--- src/pkg/fth_params.svh ---
// constants for the fuse trim programmer controller
`ifndef FTH_PARAMS_SVH
`define FTH_PARAMS_SVH
`define FTH_CLK_MHZ 40
`define FTH_T_SHORT_NS 1000
`define FTH_T_LONG_US 60
`define FTH_T_GAP_US 20
`define FTH_T_BLOW_US 1000
`define FTH_CYC_SHORT ((`FTH_T_SHORT_NS * `FTH_CLK_MHZ + 999) / 1000)
`define FTH_CYC_LONG (`FTH_T_LONG_US * `FTH_CLK_MHZ)
`define FTH_CYC_GAP (`FTH_T_GAP_US * `FTH_CLK_MHZ)
`define FTH_CYC_BLOW (`FTH_T_BLOW_US * `FTH_CLK_MHZ)
`define FTH_WORD_BITS 38
`define FTH_START_PAT 12'h801
`define FTH_END_PAT 12'h7fe
`define FTH_DUMMY 2'h2
`define FTH_FN_SENSE 2'h0
`define FTH_FN_SIM 2'h1
`define FTH_FN_PROG 2'h2
`define FTH_FN_READ 2'h3
`define FTH_PAR_OTHER 2'h3
`define FTH_VAL_MASTER 8'h01
`define FTH_VAL_PARITY 8'h04
`define FTH_READ_PULSES 4'h8
`define FTH_REG_CMD 12'h000
`define FTH_REG_STAT 12'h004
`define FTH_REG_RDATA 12'h008
`define FTH_REG_TRIM 12'h00c
`define FTH_ST_BUSY 0
`define FTH_ST_LOCKED 1
`define FTH_ST_REFUSED 2
`define FTH_ST_BADCMD 3
`endif

--- src/pkg/fth_pkg.sv ---
// types for the fuse trim programmer controller
package fth_pkg;
	typedef struct packed {
		logic [1:0] func;
		logic [1:0] param;
		logic [7:0] value;
	} fth_cmd_t;
	typedef struct packed {
		logic [2:0] second_gain_bits;
		logic [6:0] first_gain_bits;
		logic [7:0] offset_trim_bits;
	} fth_trim_t;
	typedef enum logic [2:0] {
		FTH_IDLE = 3'b000,
		FTH_SEND = 3'b001,
		FTH_BLOW = 3'b010,
		FTH_READ = 3'b011,
		FTH_RGAP = 3'b100
	} fth_state_t;
endpackage : fth_pkg

--- src/core/fth_ctrl.sv ---
// apb controlled programmer for a one-time fuse trimmed amplifier
`timescale 1ns/1ps
`default_nettype none
`include "fth_params.svh"
// Function
// - short pulse sends zero, long pulse sends one, gaps at least ten microseconds
// - word is start pattern, function, parameter, dummy 10, value, end pattern
// - fields sent start to end, each most significant bit first
// - exactly one value bit per program command
// - wait at least one millisecond after each program command
// - master fuse: parameter 11 value bit zero; then programming refused
// - blow parity fuse before master only when data parity sum is one
module fth_ctrl (
	input wire logic pclk,
	input wire logic presetn,
	input wire logic psel,
	input wire logic penable,
	input wire logic pwrite,
	input wire logic [11:0] paddr,
	input wire logic [31:0] pwdata,
	output logic [31:0] prdata,
	output logic pready,
	output logic pslverr,
	output logic serial_pulse_input,
	input wire logic filter_readback_pin
);
	import fth_pkg::*;
	// ----------------------------------------
	// register bus
	// ----------------------------------------
	wire wr_en = psel && penable && pwrite;
	wire rd_en = psel && penable && !pwrite;
	wire sel_cmd = paddr == `FTH_REG_CMD;
	wire sel_stat = paddr == `FTH_REG_STAT;
	wire sel_rdata = paddr == `FTH_REG_RDATA;
	wire sel_trim = paddr == `FTH_REG_TRIM;
	wire mapped = sel_cmd || sel_stat || sel_rdata || sel_trim;
	fth_state_t state;
	fth_state_t next_state;
	fth_cmd_t cmd;
	fth_trim_t trim;
	logic locked;
	logic refused;
	logic badcmd;
	logic [7:0] rdata;
	logic [37:0] word;
	logic [5:0] bits_left;
	logic [3:0] rd_cnt;
	logic [15:0] wait_cnt;
	logic tx_start;
	logic tx_bit;
	logic tx_busy;
	wire busy = state != FTH_IDLE;
	function automatic logic one_hot8(input logic [7:0] v);
		return v != 8'h00 && (v & (v - 8'h01)) == 8'h00;
	endfunction : one_hot8
	// the parity sum is offered to software so it can decide on the parity fuse
	wire data_parity_sum = ^trim;
	wire [31:0] stat_word = {26'h000_0000, data_parity_sum, 1'b0, badcmd, refused, locked, busy};
	assign pready = 1'b1;
	assign pslverr = psel && penable && !mapped;
	always_ff @(posedge pclk or negedge presetn) begin
		if (!presetn) begin
			prdata <= 32'h0000_0000;
		end else if (psel && !penable && !pwrite) begin
			prdata <= sel_cmd ? {20'h0_0000, cmd} :
				sel_stat ? stat_word :
				sel_rdata ? {24'h00_0000, rdata} :
				sel_trim ? {14'h0000, trim} : 32'h0000_0000;
		end
	end
	// ----------------------------------------
	// command acceptance
	// ----------------------------------------
	wire go = wr_en && sel_cmd && !busy;
	fth_cmd_t new_cmd;
	assign new_cmd = pwdata[11:0];
	wire is_prog = new_cmd.func == `FTH_FN_PROG;
	// program needs one value bit; locked parts refuse further blowing
	wire bad_prog = is_prog && !one_hot8(new_cmd.value);
	wire lock_prog = is_prog && locked;
	wire is_master = is_prog && new_cmd.param == `FTH_PAR_OTHER
		&& new_cmd.value == `FTH_VAL_MASTER;
	wire launch = go && !bad_prog && !lock_prog;
	wire [37:0] new_word = {`FTH_START_PAT, new_cmd.func, new_cmd.param, `FTH_DUMMY,
		new_cmd.value, `FTH_END_PAT};
	wire tx_ok = !tx_busy && !tx_start;
	wire word_done = state == FTH_SEND && bits_left == 6'h00 && tx_ok;
	wire read_pulse_done = state == FTH_RGAP && tx_ok;
	always_comb begin
		next_state = state;
		case (state)
			FTH_IDLE: if (launch) next_state = FTH_SEND;
			FTH_SEND: begin
				if (word_done) begin
					case (cmd.func)
						`FTH_FN_PROG: next_state = FTH_BLOW;
						`FTH_FN_READ: next_state = FTH_READ;
						default: next_state = FTH_IDLE;
					endcase
				end
			end
			FTH_BLOW: if (wait_cnt == 16'h0000) next_state = FTH_IDLE;
			FTH_READ: if (tx_ok) next_state = FTH_RGAP;
			FTH_RGAP: begin
				if (read_pulse_done)
					next_state = rd_cnt == `FTH_READ_PULSES ? FTH_IDLE : FTH_READ;
			end
			default: next_state = FTH_IDLE;
		endcase
	end
	always_ff @(posedge pclk or negedge presetn) begin
		if (!presetn) state <= FTH_IDLE;
		else state <= next_state;
	end
	// ----------------------------------------
	// serial word shifting, msb first
	// ----------------------------------------
	always_ff @(posedge pclk or negedge presetn) begin
		if (!presetn) begin
			word <= 38'h00_0000_0000;
			bits_left <= 6'h00;
			tx_start <= 1'b0;
			tx_bit <= 1'b0;
		end else begin
			tx_start <= 1'b0;
			if (launch) begin
				word <= new_word;
				bits_left <= 6'(`FTH_WORD_BITS);
			end else if (state == FTH_SEND && bits_left != 6'h00 && tx_ok) begin
				tx_bit <= word[37];
				tx_start <= 1'b1;
				word <= {word[36:0], 1'b0};
				bits_left <= bits_left - 6'h01;
			end else if (state == FTH_READ && tx_ok) begin
				tx_bit <= 1'b0; // short pulse clocks readback out
				tx_start <= 1'b1;
			end
		end
	end
	fth_pulse_tx u_tx (
		.pclk(pclk),
		.presetn(presetn),
		.start(tx_start),
		.bit_val(tx_bit),
		.busy(tx_busy),
		.serial_pulse_input(serial_pulse_input)
	);
	// ----------------------------------------
	// blow wait and readback capture
	// ----------------------------------------
	always_ff @(posedge pclk or negedge presetn) begin
		if (!presetn) begin
			wait_cnt <= 16'h0000;
		end else if (word_done) begin
			wait_cnt <= 16'(`FTH_CYC_BLOW);
		end else if (wait_cnt != 16'h0000) begin
			wait_cnt <= wait_cnt - 16'h0001;
		end
	end
	// sample before each pulse: first sample is the msb presented at entry
	always_ff @(posedge pclk or negedge presetn) begin
		if (!presetn) begin
			rdata <= 8'h00;
			rd_cnt <= 4'h0;
		end else if (word_done && cmd.func == `FTH_FN_READ) begin
			rd_cnt <= 4'h0;
			rdata <= 8'h00;
		end else if (state == FTH_READ && tx_ok) begin
			rdata <= {rdata[6:0], filter_readback_pin};
			rd_cnt <= rd_cnt + 4'h1;
		end
	end
	// ----------------------------------------
	// status and local fuse image
	// ----------------------------------------
	always_ff @(posedge pclk or negedge presetn) begin
		if (!presetn) begin
			cmd <= 12'h000;
			locked <= 1'b0;
			refused <= 1'b0;
			badcmd <= 1'b0;
			trim <= 18'h0_0000;
		end else begin
			if (go) begin
				cmd <= new_cmd;
				refused <= lock_prog;
				badcmd <= bad_prog;
			end
			if (launch && is_master) locked <= 1'b1;
			if (launch && is_prog) begin
				// blown fuses read as one, so the image only gains ones
				case (new_cmd.param)
					2'h0: trim.second_gain_bits <= trim.second_gain_bits | new_cmd.value[2:0];
					2'h1: trim.first_gain_bits <= trim.first_gain_bits | new_cmd.value[6:0];
					2'h2: trim.offset_trim_bits <= trim.offset_trim_bits | new_cmd.value;
					default: trim <= trim;
				endcase
			end
		end
	end
endmodule : fth_ctrl
`default_nettype wire

--- src/core/fth_pulse_tx.sv ---
// pulse width coder driving the single-wire serial input
`timescale 1ns/1ps
`default_nettype none
`include "fth_params.svh"
module fth_pulse_tx (
	input wire logic pclk,
	input wire logic presetn,
	input wire logic start,
	input wire logic bit_val,
	output logic busy,
	output logic serial_pulse_input
);
	import fth_pkg::*;
	// ----------------------------------------
	// high phase then low gap, one bit each
	// ----------------------------------------
	logic [15:0] cnt;
	logic high;
	wire [15:0] high_len = bit_val ? 16'(`FTH_CYC_LONG) : 16'(`FTH_CYC_SHORT);
	wire done_high = high && cnt == 16'h0000;
	always_ff @(posedge pclk or negedge presetn) begin
		if (!presetn) begin
			cnt <= 16'h0000;
			high <= 1'b0;
			busy <= 1'b0;
		end else if (start && !busy) begin
			cnt <= high_len - 16'h0001;
			high <= 1'b1;
			busy <= 1'b1;
		end else if (done_high) begin
			high <= 1'b0;
			cnt <= 16'(`FTH_CYC_GAP) - 16'h0001;
		end else if (cnt != 16'h0000) begin
			cnt <= cnt - 16'h0001;
		end else begin
			busy <= 1'b0;
		end
	end
	always_ff @(posedge pclk or negedge presetn) begin
		if (!presetn) begin
			serial_pulse_input <= 1'b0;
		end else begin
			serial_pulse_input <= (start && !busy) || (high && !done_high);
		end
	end
endmodule : fth_pulse_tx
`default_nettype wire

--- config.mk ---
export PLATFORM = sky130hd
export DESIGN_NAME = fth_ctrl
export DESIGN_NICKNAME = d
export VERILOG_FILES = /design/src/pkg/fth_pkg.sv /design/src/core/fth_ctrl.sv /design/src/core/fth_pulse_tx.sv
export VERILOG_INCLUDE_DIRS = /design/src /design/src/pkg
export SDC_FILE = /design/constraint.sdc
export NUM_CORES = 1
export LEC_CHECK = 0
export BUFFER_PORTS_ARGS = -buffer_cell sky130_fd_sc_hd__buf_4
export CORE_UTILIZATION = 35
export DETAILED_ROUTE_END_ITERATION = 8
export SLEW_MARGIN = 20
export SYNTH_ARGS = -nofsm -noshare
export SYNTH_HDL_FRONTEND = slang
export SYNTH_SLANG_ARGS = --single-unit
--- constraint.sdc ---
create_clock -name pclk -period 2.1 [get_ports pclk]
set_input_delay 0 -clock pclk [delete_from_list [all_inputs] [get_ports pclk]]
set_output_delay 0 -clock pclk [all_outputs]
set_load 0.02 [all_outputs]
==> results.yml <==
outcome:
  outcome: "finished, violations left"
  violations: "negative setup slack"
yosys:
  synthArstFlopShare_pct: 100.0
  synth-edff-count: 0
  syn-mean-instance-area_um2: 9.720
  netlist_area_mm2: 0.007047
  ys_seq_area_share_pct: 51.85
  synthFlopType: "dfrtp_1"
  yosys_warnings: 0
  synth_seq_cells: 146
  netlist_top_cells_area: "dfrtp_1 (52%), nand2_1 (7.8%), nor2_1 (3.6%)"
  ys_types: 67
  yosysTopAreaCellShare_pct: 51.85
  synth_area_leader_cell: "dfrtp_1"
  syn_inst: 725
cts:
  cts-root-buf: "clkbuf_16"
  clock-sinks: 146
  clk_pin_slew_ps: 70
  clockBufferDepth: 2
  cts.htree.levels: 4
  clkLatencyLatePin_ps: 430
  numCtsBuffers: 17
  cts_tree: "done"
route:
  drtPass1Iterations: 5
  post_drt_wl_per_cell_um: 14.13
  vias: 5458
  drc_errors: 0
  drt_iter0_drc: 314
  vias_per_cell: 4.913
  ant_nets: 0
  wirelength_mm: 15.69
worst_setup_path:
  required_ps: 2410
  slowest_delay_ps: 520
  cp_max_fo: 4
  worst-path-buf-inv: 1
  path_class: "reg2reg"
  crit_path_start_kind: "flip-flop"
  crit_chain: "inv_1, ha_2, or4b_4, or4b_4, a31oi_4, nand2_2, xor2_1, nor2_1"
  cp_top_family: "simple AND/OR/NAND/NOR gates"
  arrival_ps: 2570
  cpMaxStageDelayCell: "or4b_4"
  end_kind: "flip-flop"
  cpMostUsedCell: "or4b_4"
sta:
  hold_viol_final: 0
  hold_ws_ps: 49.28
  fin_ws_ps: -161.8
  finClkSkew_ps: 12.72
  rsz0062_at_grt: "yes"
  setup_viol: 6
  worst_pin_slew_ps: 616.9
  setup-tns-final_ps: -421.0
  relSlewSlack_pct: 58.87
  fmax_ghz: 0.4421
  slew_violations: 0
  finalCriticalPeriod_ps: 2262
  finalCritPeriodShare_pct: 107.7
floorplan:
  initial_core_util_pct: 35.97
  die_x_um: 143.9
  ios: 85
  rows: 51
  core_mm2: 0.01959
  die_h_um: 143.9
  die-area_mm2: 0.02070
global_routing:
  grt_overflow: 0
  grt_max_degree: 61
  antenna_found_initial: 0
  grt_pass1_vias: 5240
  grt_pass1_wl_mm: 26.15
  track_usage_pct: 16.19
pwr:
  pwr-share-seq_pct: 43.4
  intPower_mw: 5.964
  max-vdd-ir-drop_mv: 0.4835
  power_mw: 8.402
  power.switching_mw: 2.438
  cellPowerDensity_mw_per_mm2: 934.6
  p_leak_nw: 4.291
  p_clk_share_pct: 37.4
  switching_share_pct: 29.01
  comb_power_share_pct: 19.3
final_layout:
  area_growth_pct: 27.57
  final_cell_count_no_fill: 1111
  fin_util_pct: 45.89
  post_route_cells_drive_above_1_share_pct: 22.81
  fin_nets: 888
  antenna_cells: 0
  nFillCells: 1893
  design_area_mm2: 0.008990
placement:
  dp_slack_ps: -125.8
  dp_hpwl_mm: 10.59
  placed_cells_incl_taps: 1058
  numPortBuffers: 49
  placed_area_mm2: 0.008050
  gp_congestion: 0.7766
flow_run:
  max_cap_viol_count: 0
worst_hold_path:
  hp-class: "in2reg"
==> power groups by stage <==
stage          logic [mW]  clock network (mW)  registers, mW
6_report             1.62                3.14           3.64
4_1_cts              1.53                3.22           3.62
2_1_floorplan       0.906                   0           3.66
5_1_grt              1.83                3.35           3.72
3_3_place_gp         1.48                   0           3.67
3_5_place_dp         1.50                   0           3.67
==> flip-flops by register name, summed over array words and instances (netlist names), 4 cells and up <==
register   cells
bits_left      6
cmd           12
prdata        18
rd_cnt         4
rdata          8
trim          18
u_tx.cnt      16
wait_cnt      16
word          37
==> cell usage in the layout, fill, tap and decap left out, types with 8 or more instances in the layout <==
cell and n:
a21o_1 16, a21oi_1 34, a221o_1 10, and2_1 13, buf_4 101, clkbuf_16 19
conb_1 15, dfrtp_1 146, dlygate4sd3_1 15, inv_1 12, nand2_1 142, nand3_1 21
nor2_1 66, nor3_1 8, nor4_1 8, o21ai_0 27, o31ai_1 9, xnor2_1 26
xor2_1 13
==> final cells by class <==
type,instances,area [um^2],area share (%)
clock buffer,17,425.4,4.732
clock inverter,15,186.4,2.074
inverter,12,45.04,0.5010
multi-input combinational,529,3236,35.99
sequential,146,3654,40.64
tap,265,331.6,3.688
timing repair buffer,127,1112,12.37
==> worst paths after layout <==
path / startpoint / end / slack, ps / cells past startpoint
min in group asynchronous: presetn / u_tx.cnt[0] / 120 / 2
min reg2reg: cmd[4] / cmd[4] / 460 / 2
max: bits_left[0] / wait_cnt[13] / -160 / 8
min: paddr[3] / prdata[7] / 50 / 3
max in group asynchronous: presetn / tx_bit / 1310 / 3
max reg2reg: bits_left[0] / wait_cnt[13] / -160 / 8
==> layer usage <==
| metal | track usage [%] | up-vias | part of all wire (%) |
|---|---|---|---|
| met4 | 5.767 | 0 | 1.5 |
| li1 | - | 2677 | - |
| met1 | 21.89 | 2680 | 48 |
| met5 | 0 | - | 0 |
| met3 | 3.899 | 20 | 3.0 |
| met2 | 25.12 | 81 | 47 |
==> synth_stat cells (7+ instances only) <==
master	n
o21ai_0	29
and3_1	7
dfrtp_1	146
nor3_1	10
xnor2_1	26
nand3_1	21
nand2_1	147
o31ai_1	9
clkbuf_1	25
a221o_1	10
nor2_1	68
buf_4	16
nor4_1	10
a21oi_1	36
xor2_1	13
and2_1	13
inv_1	12
a21o_1	16
==> cell families after synthesis <==
group / synth area share, %
AOI/OAI and AO/OA: 12.84
xor gates and xnor gates: 5.167
adders and majority gates: 0.8878
buffers and inverters: 4.599
DFF: 51.85
muxes: 2.166
other: 0.1066
and+or+nand+nor: 22.39
==> worst register-to-register path: cells and delay by family (launching register included) <==
family	cells	cell delay, ps
DFF	1	380
xor gates and xnor gates	1	160
AOI/OAI and AO/OA	1	230
and+or+nand+nor	4	1130
buffers and inverters	1	70
adders and majority gates	1	180
==> what timing repair did <==
action / CTS / global route
setup buffers: 1 / 3
endpoints found under the setup margin: 15 / 62
gates resized for setup: 1 / 25
pin swaps: 1 / 10
cloned: 0 / 2
hold endpoints to repair: 104 / 0
hold buffers: 15 / 0
No activity file was read; power rests on OpenSTA's default activity.
